--- src/common/wwd_defines.svh ---
// register offsets, field positions, reset values and feed constants for the windowed watchdog
`ifndef WWD_DEFINES_SVH
`define WWD_DEFINES_SVH

`define WWD_ADDR_W        12
`define WWD_OFF_CTRL      12'h000
`define WWD_OFF_TIMEOUT   12'h004
`define WWD_OFF_FEED      12'h008
`define WWD_OFF_COUNT     12'h00C
`define WWD_OFF_WARN      12'h010
`define WWD_OFF_WINDOW    12'h014
`define WWD_OFF_STATUS    12'h018

`define WWD_CTRL_EN       0
`define WWD_CTRL_RSTEN    1
`define WWD_CTRL_WARNEN   2
`define WWD_CTRL_WINEN    3
`define WWD_CTRL_KEEPOSC  4
`define WWD_CTRL_SEL_LO   5
`define WWD_CTRL_SEL_HI   6

`define WWD_ST_TIMEOUT    0
`define WWD_ST_WARN       1
`define WWD_ST_RSTCAUSE   2

`define WWD_CNT_W         24
`define WWD_TC_MIN        24'h0000FF
`define WWD_TC_RESET      24'h0000FF
`define WWD_WARN_RESET    24'h000000
`define WWD_WIN_RESET     24'hFFFFFF
`define WWD_PRESC_LAST    2'h3
`define WWD_FEED_FIRST    8'hAA
`define WWD_FEED_SECOND   8'h55
`define WWD_SEL_IRC       2'h0
`define WWD_SEL_WDO       2'h1
`define WWD_SEL_MAIN      2'h2

`endif

--- src/common/wwd_pkg.sv ---
// types shared by the windowed watchdog
`default_nettype none
package wwd_pkg;
    typedef enum logic [1:0] {
        FEED_IDLE  = 2'b01,
        FEED_ARMED = 2'b10
    } wwd_feed_t;
endpackage
`default_nettype wire

--- src/wwd_watchdog.sv ---
// windowed watchdog timer with apb register access
// Summary of operation
// RULE1 - 24-bit down-counter clocked through a divide-by-four prescaler from selected clock
// RULE2 - timeout from 256x4 to 2^24x4 clock periods, steps of four periods
// RULE3 - counter reaching zero without reload requests chip reset
// RULE4 - windowed mode accepts reload only below window value; earlier reload is violation
// RULE5 - optional warning interrupt when counter reaches programmable warning count
// RULE6 - enable set by software only; cleared by reset or watchdog event
// RULE7 - wrong or incomplete feed sequence immediately triggers reset or interrupt
// RULE8 - flag records that the watchdog caused a reset; the code clears it on rst, so it reads set only until the system reset
// RULE9 - basic variant selects rc oscillator, watchdog oscillator or main clock
// RULE10 - windowed variant selects only rc oscillator or watchdog oscillator
// RULE11 - watchdog oscillator may be kept running in deep sleep
// RULE12 - software feeds with two consecutive fixed writes, nothing between
// RULE13 - reload, configuration and status pass safely into counting domain
//
// Local design decisions: register access over APB and the register addresses.
`include "wwd_defines.svh"
`default_nettype none
module wwd_watchdog #(
    parameter bit WINDOWED = 1'b1
) (
    // clock and reset
    input  wire logic        clk_sys,
    input  wire logic        rst,
    // apb slave
    input  wire logic        psel,
    input  wire logic        penable,
    input  wire logic        pwrite,
    input  wire logic [11:0] paddr,
    input  wire logic [31:0] pwdata,
    output logic      [31:0] prdata,
    output logic             pready,
    output logic             pslverr,
    // watchdog clock source enables, one pulse per source period
    input  wire logic        ircTick,
    input  wire logic        wdoTick,
    // system outputs
    output logic             chipResetReq,
    output logic             wdIrq,
    output logic             warnIrq,
    output logic             wdoRunInSleep
);

    // registers
    // everything runs on clk_sys; the selected oscillator only
    // appears as an enable pulse, so no signal crosses a clock domain
    logic                   enable_r;
    logic                   rstEn_r;
    logic                   warnEn_r;
    logic                   winEn_r;
    logic                   keepOsc_r;
    logic [1:0]             clkSel_r;
    logic [`WWD_CNT_W-1:0]  timeout_r;
    logic [`WWD_CNT_W-1:0]  warnVal_r;
    logic [`WWD_CNT_W-1:0]  window_r;
    logic [`WWD_CNT_W-1:0]  count_r;
    logic [1:0]             presc_r;
    logic                   toFlag_r;
    logic                   warnFlag_r;
    logic                   causeFlag_r;
    logic                   chipReset_r;
    logic                   reloadPend_r;
    logic [31:0]            prdata_r;
    wwd_pkg::wwd_feed_t     feedSt_r;

    // address match helper, shared by every register select below
    function automatic logic hit(input logic [11:0] a, input logic [11:0] off);
        hit = (a == off);
    endfunction

    // apb decode
    // an access is the second cycle of a transfer, psel and penable high;
    // writes take effect at that edge and nowhere else
    wire apbAcc   = psel && penable;
    wire apbWr    = apbAcc && pwrite;
    wire selCtrl  = hit(paddr, `WWD_OFF_CTRL);
    wire selTo    = hit(paddr, `WWD_OFF_TIMEOUT);
    wire selFeed  = hit(paddr, `WWD_OFF_FEED);
    wire selCount = hit(paddr, `WWD_OFF_COUNT);
    wire selWarn  = hit(paddr, `WWD_OFF_WARN);
    wire selWin   = hit(paddr, `WWD_OFF_WINDOW);
    wire selStat  = hit(paddr, `WWD_OFF_STATUS);
    wire mapped   = selCtrl | selTo | selFeed | selCount | selWarn | selWin | selStat;
    wire wrCtrl   = apbWr && selCtrl;
    wire wrStat   = apbWr && selStat;
    wire [7:0] feedByte = pwdata[7:0];
    // decode notes:
    // - pready is tied high, so every access phase completes in one cycle
    // - an unmapped offset answers with pslverr and reads as zero
    // - writes to the count offset are accepted on the bus and leave the count unchanged, but still break an armed feed
    // - the feed key uses only the low eight bits of the write data;
    //   the upper bits are ignored so software may write a full word
    // - paddr is compared in full, so misaligned offsets count as unmapped

    // ticks arrive synchronous to clk_sys as one-cycle enables,
    // so source selection is a plain mux with no glitch hazard;
    // changing the source mid-count only changes the rate of later ticks:
    // the prescaler phase is kept, trading exact first-period length
    // for a switch that never loses or doubles a tick

    // clock source select: main clock is every cycle, only offered by the basic variant
    wire mainAllowed = !WINDOWED;                                                        // RULE9 RULE10
    wire selTick = (clkSel_r == `WWD_SEL_WDO) ? wdoTick :
                   (clkSel_r == `WWD_SEL_MAIN && mainAllowed) ? 1'b1 : ircTick;          // RULE9 RULE10
    wire prescTick = enable_r && selTick && (presc_r == `WWD_PRESC_LAST);                // RULE1

    // the feed sequence is tracked even while the watchdog is disabled,
    // but only reported as a violation once enable is set;
    // a violation and a reload never coincide: the second write
    // either completes the sequence or breaks it
    // window check: a reload while count is still above the window
    // value comes too early and is treated like a broken sequence
    // feed sequence; any other mapped access or wrong value while armed breaks it
    wire firstOk  = apbWr && selFeed && feedByte == `WWD_FEED_FIRST;
    wire secondOk = apbWr && selFeed && feedByte == `WWD_FEED_SECOND;
    wire armed    = (feedSt_r == wwd_pkg::FEED_ARMED);
    wire feedDone = armed && secondOk;                                                   // RULE12
    wire feedBad  = enable_r && apbAcc && mapped && (armed ? !secondOk :
                    (selFeed && apbWr && !firstOk));                                     // RULE7
    wire tooEarly = feedDone && enable_r && winEn_r && (count_r > window_r);             // RULE4
    wire expire   = prescTick && !reloadPend_r && (count_r == {`WWD_CNT_W{1'b0}});       // RULE3
    wire wdEvent  = expire || feedBad || tooEarly;
    wire warnHit  = prescTick && warnEn_r && (count_r == warnVal_r);                     // RULE5
    wire [`WWD_CNT_W-1:0] tcWr = (pwdata[`WWD_CNT_W-1:0] < `WWD_TC_MIN) ?
                                 `WWD_TC_MIN : pwdata[`WWD_CNT_W-1:0];                   // RULE2

    // two-state feed tracker: idle waits for the first key byte,
    // armed expects the second key byte as the very next mapped access;
    // any mapped access, read or write, leaves the armed state
    always_ff @(posedge clk_sys) begin
        if (rst) begin
            feedSt_r <= wwd_pkg::FEED_IDLE;
        end else begin
            case (feedSt_r)
                wwd_pkg::FEED_IDLE: begin
                    if (firstOk) begin
                        feedSt_r <= wwd_pkg::FEED_ARMED;
                    end
                end
                wwd_pkg::FEED_ARMED: begin
                    if (apbAcc && mapped) begin
                        feedSt_r <= wwd_pkg::FEED_IDLE;
                    end
                end
                default: begin
                    feedSt_r <= wwd_pkg::FEED_IDLE;
                end
            endcase
        end
    end

    // control: enable is set-only from software
    // a watchdog event clears enable in the same cycle it is reported,
    // which stops the prescaler and reloads the counter, so one
    // expiry can never produce a second event before software acts;
    // the action bits stay as written so the cause stays readable
    always_ff @(posedge clk_sys) begin
        if (rst) begin
            enable_r  <= 1'b0;
            rstEn_r   <= 1'b0;
            warnEn_r  <= 1'b0;
            winEn_r   <= 1'b0;
            keepOsc_r <= 1'b0;
            clkSel_r  <= `WWD_SEL_IRC;
        end else begin
            if (wdEvent) begin
                enable_r <= 1'b0;                                                        // RULE6
            end else if (wrCtrl && pwdata[`WWD_CTRL_EN]) begin
                enable_r <= 1'b1;                                                        // RULE6
            end
            // a select of three, or main clock in the windowed variant,
            // falls back to the rc oscillator
            // keep-osc only informs the power controller; counting ignores it
            if (wrCtrl) begin
                rstEn_r   <= pwdata[`WWD_CTRL_RSTEN];
                warnEn_r  <= pwdata[`WWD_CTRL_WARNEN];
                winEn_r   <= pwdata[`WWD_CTRL_WINEN];
                keepOsc_r <= pwdata[`WWD_CTRL_KEEPOSC];                                  // RULE11
                clkSel_r  <= pwdata[`WWD_CTRL_SEL_HI:`WWD_CTRL_SEL_LO];
            end
        end
    end

    always_ff @(posedge clk_sys) begin
        if (rst) begin
            timeout_r <= `WWD_TC_RESET;
            warnVal_r <= `WWD_WARN_RESET;
            window_r  <= `WWD_WIN_RESET;
        end else if (apbWr) begin
            if (selTo) begin
                timeout_r <= tcWr;                                                       // RULE2
            end
            if (selWarn) begin
                warnVal_r <= pwdata[`WWD_CNT_W-1:0];                                     // RULE5
            end
            if (selWin) begin
                window_r <= pwdata[`WWD_CNT_W-1:0];                                      // RULE4
            end
        end
    end

    // the timeout value takes effect on the next reload, while warning and
    // window values apply at once; changing timeout does not disturb a running count
    // a timeout write below the minimum is clamped rather than refused,
    // so the shortest period is always 256 prescaled ticks
    // the warning compare runs only on prescaled ticks, so the
    // flag rises once per pass through the programmed count

    // reload is held pending until the next counting tick so the
    // counter only ever changes on that tick; the prescaler is not touched by a reload
    // the prescaler restarts from zero whenever enable is low,
    // so the first period after enabling is exact;
    // count is held at the timeout value while disabled
    always_ff @(posedge clk_sys) begin
        if (rst) begin
            count_r      <= `WWD_TC_RESET;
            presc_r      <= 2'h0;
            reloadPend_r <= 1'b0;
        end else begin
            if (!enable_r) begin
                presc_r <= 2'h0;
            end else if (selTick) begin
                presc_r <= presc_r + 2'h1;                                               // RULE1
            end
            if (feedDone && !tooEarly) begin
                reloadPend_r <= 1'b1;                                                    // RULE13
            end else if (prescTick || !enable_r) begin
                reloadPend_r <= 1'b0;
            end
            if (!enable_r || (prescTick && reloadPend_r) || expire) begin
                count_r <= timeout_r;                                                    // RULE13
            end else if (prescTick) begin
                count_r <= count_r - {{(`WWD_CNT_W-1){1'b0}}, 1'b1};                     // RULE1
            end
        end
    end

    // expiry is checked at the tick that would take the count below zero,
    // so the period is the programmed value plus one, times four ticks;
    // a reload pending at that tick wins over expiry

    // status flags: set wins over a write-one clear in the same cycle
    // the reset request is a single registered pulse; the block does not
    // reset itself on it, the system reset must follow, and the
    // reset-cause flag survives until rst or a write-one clear
    // so software can read it until the system reset clears it
    always_ff @(posedge clk_sys) begin
        if (rst) begin
            toFlag_r    <= 1'b0;
            warnFlag_r  <= 1'b0;
            causeFlag_r <= 1'b0;
            chipReset_r <= 1'b0;
        end else begin
            chipReset_r <= wdEvent && rstEn_r;                                           // RULE3 RULE7
            if (wdEvent) begin
                toFlag_r <= 1'b1;
            end else if (wrStat && pwdata[`WWD_ST_TIMEOUT]) begin
                toFlag_r <= 1'b0;
            end
            if (warnHit) begin
                warnFlag_r <= 1'b1;                                                      // RULE5
            end else if (wrStat && pwdata[`WWD_ST_WARN]) begin
                warnFlag_r <= 1'b0;
            end
            if (wdEvent && rstEn_r) begin
                causeFlag_r <= 1'b1;                                                     // RULE8
            end else if (wrStat && pwdata[`WWD_ST_RSTCAUSE]) begin
                causeFlag_r <= 1'b0;
            end
        end
    end

    // read data is captured in the setup cycle and held until the next
    // read setup, so the count seen is the one at setup time;
    // unused upper bits read as zero
    // read mux
    wire [31:0] ctrlRd = {25'h0000000, clkSel_r, keepOsc_r, winEn_r, warnEn_r, rstEn_r, enable_r};
    wire [31:0] statRd = {29'h0000000, causeFlag_r, warnFlag_r, toFlag_r};
    wire [31:0] rdMux  = selCtrl  ? ctrlRd :
                         selTo    ? {8'h00, timeout_r} :
                         selCount ? {8'h00, count_r} :
                         selWarn  ? {8'h00, warnVal_r} :
                         selWin   ? {8'h00, window_r} :
                         selStat  ? statRd : 32'h00000000;

    always_ff @(posedge clk_sys) begin
        if (rst) begin
            prdata_r <= 32'h00000000;
        end else if (psel && !penable && !pwrite) begin
            prdata_r <= rdMux;
        end
    end

    // pslverr is combinational from the request, valid only in the
    // access phase; the interrupt outputs are levels from flags and
    // stay up until software clears them
    // wdIrq is suppressed when reset action is chosen, since the
    // chip reset makes the interrupt pointless
    assign prdata        = prdata_r;
    assign pready        = 1'b1;
    assign pslverr       = apbAcc && !mapped;
    assign chipResetReq  = chipReset_r;
    assign wdIrq         = toFlag_r && !rstEn_r;                                         // RULE7
    assign warnIrq       = warnFlag_r;
    assign wdoRunInSleep = keepOsc_r;                                                    // RULE11

endmodule
`default_nettype wire

--- config.mk ---
export PLATFORM = sky130hd
export DESIGN_NAME = wwd_watchdog
export DESIGN_NICKNAME = d
export VERILOG_FILES = /design/src/common/wwd_pkg.sv /design/src/wwd_watchdog.sv
export VERILOG_INCLUDE_DIRS = /design/src /design/src/common
export SDC_FILE = /design/constraint.sdc
export NUM_CORES = 1
export LEC_CHECK = 0
export BUFFER_PORTS_ARGS = -buffer_cell sky130_fd_sc_hd__buf_2
export CAP_MARGIN = 10
export CELL_PAD_IN_SITES_DETAIL_PLACEMENT = 0
export CELL_PAD_IN_SITES_GLOBAL_PLACEMENT = 1
export CORE_UTILIZATION = 39
export DETAILED_ROUTE_END_ITERATION = 7
export PLACE_DENSITY = 0.88
export SETUP_SLACK_MARGIN = 0.2
export SLEW_MARGIN = 30
export SYNTH_ARGS = -nofsm -noshare
export SYNTH_HDL_FRONTEND = slang
export SYNTH_SLANG_ARGS = --single-unit
--- constraint.sdc ---
create_clock -name clk_sys -period 2.8 [get_ports clk_sys]
set_input_delay 0.56 -clock clk_sys [delete_from_list [all_inputs] [get_ports clk_sys]]
set_output_delay 0.56 -clock clk_sys [all_outputs]
set_load 0.02 [all_outputs]
==> results of run 1 <==
stage by stage:
stage	setup slack, ns	area (µm²)	hold WS [ns]
4_1_cts	0.209	8820	0.397
2_1_floorplan	0.218	7410	0.442
5_1_grt	0.166	8830	0.398
3_5_place_dp	0.125	8220	0.437
3_3_place_gp	0.157	8220	0.431
6_report	0.261	8830	0.407
critical path, stage by stage (launching register included):
cell and delay, ns:
dfxtp_1 0.32, inv_1 0.10, ha_1 0.21, nor3b_2 0.24
nand2_2 0.15, or4_1 0.58, buf_4 0.20, o32ai_1 0.30
nor2_1 0.11, a211oi_1 0.24
registers in the layout, indices dropped and copies added, names as in the netlist, 2 cells and up:
register	cells
warnVal_r	24
feedSt_r	2
prdata	24
window_r	24
clkSel_r	2
presc_r	2
count_r	24
timeout_r	24
per-layer routing:
metal  GRT usage  vias up  wire [µm]  share of wire
li1            -     3490          -              -
met1       0.340     3486      10600           0.43
met2       0.408      343      11100           0.45
met3      0.0595       67       1910          0.078
met4       0.123        0        936          0.038
met5           0        -          0              0
area by class of cell:
| class | count | share of cell area |
|---|---|---|
| tap | 229 | 0.0324 |
| sequential | 136 | 0.308 |
| clock buffer | 17 | 0.0482 |
| multi-input combinational | 682 | 0.478 |
| timing repair buffer | 130 | 0.0960 |
| inverter | 41 | 0.0174 |
| clock inverter | 15 | 0.0200 |
worst max-delay path by stage:
stage                     start            end  cells after the start
global placement      paddr[10]   timeout_r[8]                      9
CTS                 clkSel_r[0]     count_r[5]                      7
global route         count_r[0]     count_r[5]                      8
floorplan             paddr[10]   window_r[13]                      8
detailed placement    paddr[10]  timeout_r[23]                      9
finish               count_r[0]    causeFlag_r                      9
kinds of logic (layout without fill, tap and decap cells):
logic type	count (synthesis)	in the layout	synth area share
AND/OR/NAND/NOR	353	353	0.233
AO/OA/AOI/OAI	242	242	0.218
flip-flops	136	136	0.369
buffers and inverters	116	203	0.0676
multiplexers	27	27	0.0378
adder cells (fa/ha/maj)	26	26	0.0441
XOR/XNOR	25	25	0.0297
other	2	9	0.00102
timing repair:
item / 4_1_cts / 5_1_grt
gates resized for setup: 2 / 3
pin swaps: 0 / 1
endpoints found under the setup margin: 2 / 11
synthesized netlist by cell type (3+ instances only):
library cell / n
nand2_1: 166
dfxtp_1: 136
a21oi_1: 73
clkbuf_1: 56
nor2_1: 47
o21ai_0: 45
inv_1: 41
nor3_1: 29
ha_1: 26
o211ai_1: 25
mux2i_1: 23
a221oi_1: 19
a22o_1: 19
nand3_1: 17
nand4_1: 17
xor2_1: 16
nor4_1: 13
o32ai_1: 10
buf_4: 9
xnor2_1: 9
a22oi_1: 7
and3_1: 7
nor2b_1: 7
o221ai_1: 7
a31oi_1: 6
buf_2: 6
nor3b_1: 6
a32o_1: 5
and2_1: 5
or3_1: 5
a21boi_0: 4
and4_1: 4
nand2b_1: 4
nor4b_1: 4
or4_1: 4
a211oi_1: 3
a221o_1: 3
and4b_1: 3
buf_6: 3
mux2_2: 3
nand3b_1: 3
o2bb2ai_1: 3
o31ai_1: 3
placed cells by master (no fill, tap or decap), types with 5 or more instances in the layout:
| cell type | n |
|---|---|
| nand2_1 | 164 |
| dfxtp_1 | 136 |
| a21oi_1 | 73 |
| buf_2 | 71 |
| buf_4 | 55 |
| nor2_1 | 47 |
| o21ai_0 | 45 |
| inv_1 | 41 |
| nor3_1 | 28 |
| ha_1 | 26 |
| o211ai_1 | 25 |
| mux2i_1 | 23 |
| a22o_1 | 19 |
| a221oi_1 | 19 |
| nand3_1 | 17 |
| nand4_1 | 17 |
| clkbuf_16 | 17 |
| xor2_1 | 16 |
| nor4_1 | 13 |
| o32ai_1 | 10 |
| xnor2_1 | 9 |
| conb_1 | 9 |
| and3_1 | 7 |
| nor2b_1 | 7 |
| a22oi_1 | 7 |
| o221ai_1 | 7 |
| a31oi_1 | 6 |
| nor3b_1 | 5 |
| a32o_1 | 5 |
| or3_1 | 5 |
power groups by stage:
| stage | logic, mW | clock network, mW | registers [mW] |
|---|---|---|---|
| after global routing | 0.206 | 2.43 | 1.94 |
| after detailed placement | 0.188 | 0 | 1.99 |
| after CTS | 0.189 | 2.33 | 1.94 |
| after floorplan | 0.0929 | 0 | 1.99 |
| after global placement | 0.188 | 0 | 1.99 |
| final | 0.192 | 2.32 | 1.94 |
==> results.md, run 1 <==
* Status: complete, no violations
* Routability-driven placement congestion ratio at about 0.95
* Leak Pwr at about 3.6 nW
* Vias in the first global route at between 7000 and 8000
* IO Pins at between 80 and 90
* Via count at between 7000 and 8000
* WHS Endpoint: timeout_r[9]
* Routed WL at roughly 25000 µm
* Worst Path Required at around 3.1 ns
* Synthesis-to-finish area growth at 19.6%
* 1st-iter DRT viols at between 800 and 900
* Overall routing resource usage at 0.261
* Vias per std cell at 5.91
* Comb power frac at 0.043
* Dpl hpwl at 17400 µm
* Cell Area, Synth at 7380 µm²
* Max clock buf depth at 2
* Die height at between 100 and 150 µm
* Synth top area share at 0.369
* Initial Util at 0.404
* Proportion of layout cells with a drive suffix above 1 at 0.174
* Total area of sequential cells at roughly 2700 µm²
* Total iterations of the first detailed-routing run at 5
* Worst Setup End Kind: flip-flop
* Yosys reg bits at 136
* Final Core Density at 0.483
* CP Data Arrival Time at 2.88 ns
* Register area share after synthesis at 0.369
* Slew @ Worst Pin at approximately 0.72 ns
* Total Neg Setup Slack at 0 ns
* # DRC at 0
* Multi-input logic area at approximately 4200 µm²
* Number of synthesized flops with an enable pin at 0
* Hold path start: pwdata[9]
* Ant diodes at 0
* Fmax at just under 400 MHz
* Port bufs at between 70 and 80
* Largest net degree at the start of global routing at between 70 and 80
* Die Footprint at just under 20000 µm²
* Worst r2r src: count_r[0]
* Clock latency at the later pin of the worst-skew pair at 0.43 ns
* Cell count after placement at between 1000 and 1500
* Pwr dens at just over 500 nW/µm²
* R2R Setup Slk at between 0.2 and 0.3 ns
* Hold path cells at 3
* Total core area at roughly 18000 µm²
* Crit Path Category: reg -> reg
* # hold bufs at CTS at 0
* Syn. warnings at 0
* Flop pwr share at 0.436
* Worst R2R Path Depth at 9
* Yosys cell types at 63
* Post-route ant nets at 0
* Clock power frac at 0.521
* Largest area contributor in the netlist: dfxtp_1
* Worst r2r dst: causeFlag_r
* Post-layout power at ~4.5 mW
* Number of clock sinks at 136
* CP startpoint kind: flip-flop
* Final-stage net count at 1085
* HP Class: in -> reg
* Post-route minimum period at ~2.5 ns
* Initial antenna violation count at 0
* CTS Buf Count at 17
* Final worst clock skew at approximately 0.0095 ns
* WL/cell at 19.7 µm
* Peak supply drop at 0.000306 V
* Non-Filler Instances at ~1300
* Slew headroom at 0.520
* Final period utilization at 0.907
* Root Buffer: clkbuf_16
* Sw frac at 0.238
* Top_reg_cell synth: dfxtp_1
* H-Tree Depth at 4
* Die width at ~140 µm
* NetSw at between 1 and 1.5 mW
* First-pass GRT wire length at a little under 40000 µm
* Power Internal at around 3.4 mW
* Post-CTS Setup Inserts at 0
* Final Max Tran Viols at 0
* Grt total ovfl at 0
* Filler Cell Count at approximately 1800
* Hold Violations, Final at 0
* CP max FO at 7
* Unrepaired setup endpoints after global routing: no
* Clock slew at reported path FFs at roughly 0.06 ns
* Asr flop ratio synth at 0
* CTS tree: built
* Largest cells by area after synthesis: dfxtp_1 (37%), nand2_1 (8.4%), a21oi_1 (4.9%), ha_1 (4.4%), mux2i_1 (3.1%)
* Synthesized area per cell at around 8 µm²
* Post-Syn Instances at between 900 and 1000
* Row count at a little under 50
* Final setup violation count at 0
* Number of max-cap violations at 0
(Power assumes the default switching activity.)
==> run 2: changes to the inputs <==
--- a/config.mk
+++ b/config.mk
@@ -8,11 +8,10 @@
 export LEC_CHECK = 0
 export BUFFER_PORTS_ARGS = -buffer_cell sky130_fd_sc_hd__buf_2
 export CAP_MARGIN = 10
-export CELL_PAD_IN_SITES_DETAIL_PLACEMENT = 0
-export CELL_PAD_IN_SITES_GLOBAL_PLACEMENT = 1
-export CORE_UTILIZATION = 39
+export CORE_UTILIZATION = 45
 export DETAILED_ROUTE_END_ITERATION = 7
-export PLACE_DENSITY = 0.88
+export GPL_TIMING_DRIVEN = 0
+export PLACE_DENSITY = 0.79
 export SETUP_SLACK_MARGIN = 0.2
 export SLEW_MARGIN = 30
 export SYNTH_ARGS = -nofsm -noshare
==> results.md, run 2 (same netlist as run 1, synthesis figures left out) <==
* Status: complete, no violations (unchanged)
* Slew headroom at 0.394 (was 0.520)
* Die Footprint at 16900 µm² (was 19500 µm²)
* Grt total ovfl at 0 (unchanged)
* Clock slew at reported path FFs at 0.06 ns (about the same)
* Number of clock sinks at 136 (unchanged)
* Clock latency at the later pin of the worst-skew pair at 0.43 ns (about the same)
* Critical Path Max Stage Delay at 0.54 ns (was 0.58 ns)
* Worst Path Required at 3.09 ns (was 3.14 ns)
* CTS Buf Count at 17 (unchanged)
* Initial Util at 0.463 (was 0.404)
* R2R Setup Slk at 0.12 ns (was 0.26 ns)
* Worst r2r dst: count_r[12] (was causeFlag_r)
* Leak Pwr at 3.65 nW (was 3.61 nW)
* CP startpoint kind: flip-flop (unchanged)
* Total core area at 15900 µm² (was 18300 µm²)
* Dpl hpwl at 18900 µm (was 17400 µm)
* Total iterations of the first detailed-routing run at 7 (was 5)
* Pwr dens at 508 nW/µm² (was 504 nW/µm²)
* Ant diodes at 0 (unchanged)
* Initial antenna violation count at 0 (unchanged)
* Number of max-cap violations at 0 (unchanged)
* Critical-path top delay cell: or4_4 (was or4_1)
* Fmax at 374 MHz (was 394 MHz)
* Hold path start: pwdata[14] (was pwdata[9])
* Largest net degree at the start of global routing at 17 (was 72)
* CP Buf/Inv Count at 4 (was 2)
* Peak supply drop at 0.000408 V (was 0.000306 V)
* H-Tree Depth at 4 (unchanged)
* First-pass GRT wire length at 40700 µm (was 39200 µm)
* Proportion of layout cells with a drive suffix above 1 at 0.173 (was 0.174)
* Vias in the first global route at 7156 (was 7028)
* Via count at 7788 (was 7386)
* Post-route ant nets at 0 (unchanged)
* Slew @ Worst Pin at 0.909 ns (was 0.720 ns)
* Max clock buf depth at 2 (unchanged)
* Post-route minimum period at 2.68 ns (was 2.54 ns)
* DP Worst Slack at -0.715 ns (was 0.125 ns)
* Row count at 46 (was 49)
* Hold path cells at 3 (unchanged)
* Worst setup margin at 0.125 ns (was 0.261 ns)
* Routed WL at 26600 µm (was 24600 µm)
* Critical-path cell list: or4_4 -> nand3b_4 -> or4_4 -> buf_6 -> and2_4 -> buf_6 -> buf_12 -> buf_12 -> mux2i_2 -> o32ai_2 (was inv_1 -> ha_1 -> nor3b_2 -> nand2_2 -> or4_1 -> buf_4 -> o32ai_1 -> nor2_1 -> a211oi_1)
* Worst r2r src: count_r[13] (was count_r[0])
* CP max FO at 5 (was 7)
* Die width at 130 µm (was 140 µm)
* Crit-path leading delay family: simple AND/OR/NAND/NOR gates (unchanged)
* WHS Endpoint: timeout_r[14] (was timeout_r[9])
* Post-layout power at 4.57 mW (was 4.45 mW)
* Die height at 130 µm (was 140 µm)
* Crit Path Category: reg -> reg (unchanged)
* CP Data Arrival Time at 2.96 ns (was 2.88 ns)
* Overall routing resource usage at 0.323 (was 0.261)
* Port bufs at 67 (was 71)
* 1st-iter DRT viols at 1094 (was 814)
* IO Pins at 89 (unchanged)
* Most common cell after layout, fill and taps aside: nand2_1 (unchanged)
* Final worst clock skew at 0.00911 ns (was 0.00952 ns)
* Synthesis-to-finish area growth at 22.0% (was 19.6%)
* # DRC at 0 (unchanged)
* Routability-driven placement congestion ratio at 1.00 (was 0.946)
* Final setup violation count at 0 (unchanged)
* CTS tree: built (unchanged)
* Final-stage net count at 1114 (was 1085)
* Unrepaired setup endpoints after global routing: yes (was no)
* Commonest cells after routing, fill and taps aside: nand2_1 (165), dfxtp_1 (130), a21oi_1 (73), buf_2 (70), nor2_1 (47) (was nand2_1 (164), dfxtp_1 (136), a21oi_1 (73), buf_2 (71), buf_4 (55))
* Vias per std cell at 6.16 (was 5.91)
* HP Class: in -> reg (unchanged)
* Final period utilization at 0.955 (was 0.907)
* Worst R2R Path Depth at 10 (was 9)
* Final Max Tran Viols at 0 (unchanged)
* Hold Violations, Final at 0 (unchanged)
* Worst Setup End Kind: flip-flop (unchanged)
* WL/cell at 21.1 µm (was 19.7 µm)
* Root Buffer: clkbuf_16 (unchanged)
==> run 2: per-stage QoR <==
step / TNS [ns] / instance area, µm² / utilization / std cells / hold slack, ns
finish: 0 / 9010 / 0.565 / 1265 / 0.403
global route: 0 / 9010 / 0.565 / 1265 / 0.410
CTS: 0 / 8820 / 0.553 / 1256 / 0.393
detailed placement: -51.26 / 8020 / 0.503 / 1217 / 0.438
global placement: -46.51 / 8020 / 0.503 / 1217 / 0.432
floorplan: 0 / 7410 / - / 934 / 0.442
==> run 2: worst max path at each step <==
stage          depth (start not counted)         from  slack (ns)           end
6_report                              10  count_r[13]        0.12   count_r[12]
3_3_place_gp                           9    paddr[10]       -0.71  timeout_r[7]
2_1_floorplan                          8    paddr[10]        0.22  window_r[13]
5_1_grt                               10  count_r[13]        0.08   count_r[12]
3_5_place_dp                           9    paddr[10]       -0.71  timeout_r[7]
4_1_cts                               10   count_r[6]        0.20   count_r[12]
==> run 2: tightest hold or removal path, stage by stage <==
cell,delay [ns]
buf_2,0.12
nand2_1,0.05
a21oi_1,0.05
==> run 2: report_power, final <==
| part | internal (mW) | switching [mW] | total (mW) | leakage [nW] |
|---|---|---|---|---|
| Combinational | 0.0596 | 0.151 | 0.211 | 2.25 |
| Sequential | 1.94 | 0.00248 | 1.94 | 1.10 |
| Clock | 1.53 | 0.893 | 2.42 | 0.305 |
| Total | 3.53 | 1.05 | 4.57 | 3.65 |
==> run 2: metal layers <==
layer	global-route usage	vias up	wire (µm)
met5	0	-	0
met4	0.144	0	967
met3	0.0701	72	3010
met2	0.492	490	11700
met1	0.435	3676	10900
li1	-	3550	-
==> run 2: layout make-up <==
cell class                 count  area (µm²)
clock buffer                  19         453
sequential                   136        2740
timing repair buffer          84         484
fill                        1478        6930
multi-input combinational    682        4340
tap                          216         270
buffer                        75         399
clock inverter                12         173
inverter                      41         154
==> run 2: repair_timing <==
action	4_1_cts	5_1_grt
setup endpoints to repair	111	96
cloned	0	1
setup buffers	8	8
resized for setup	39	35
pin swaps	2	9
hold buffers	0	0
endpoints found under the hold margin	0	0
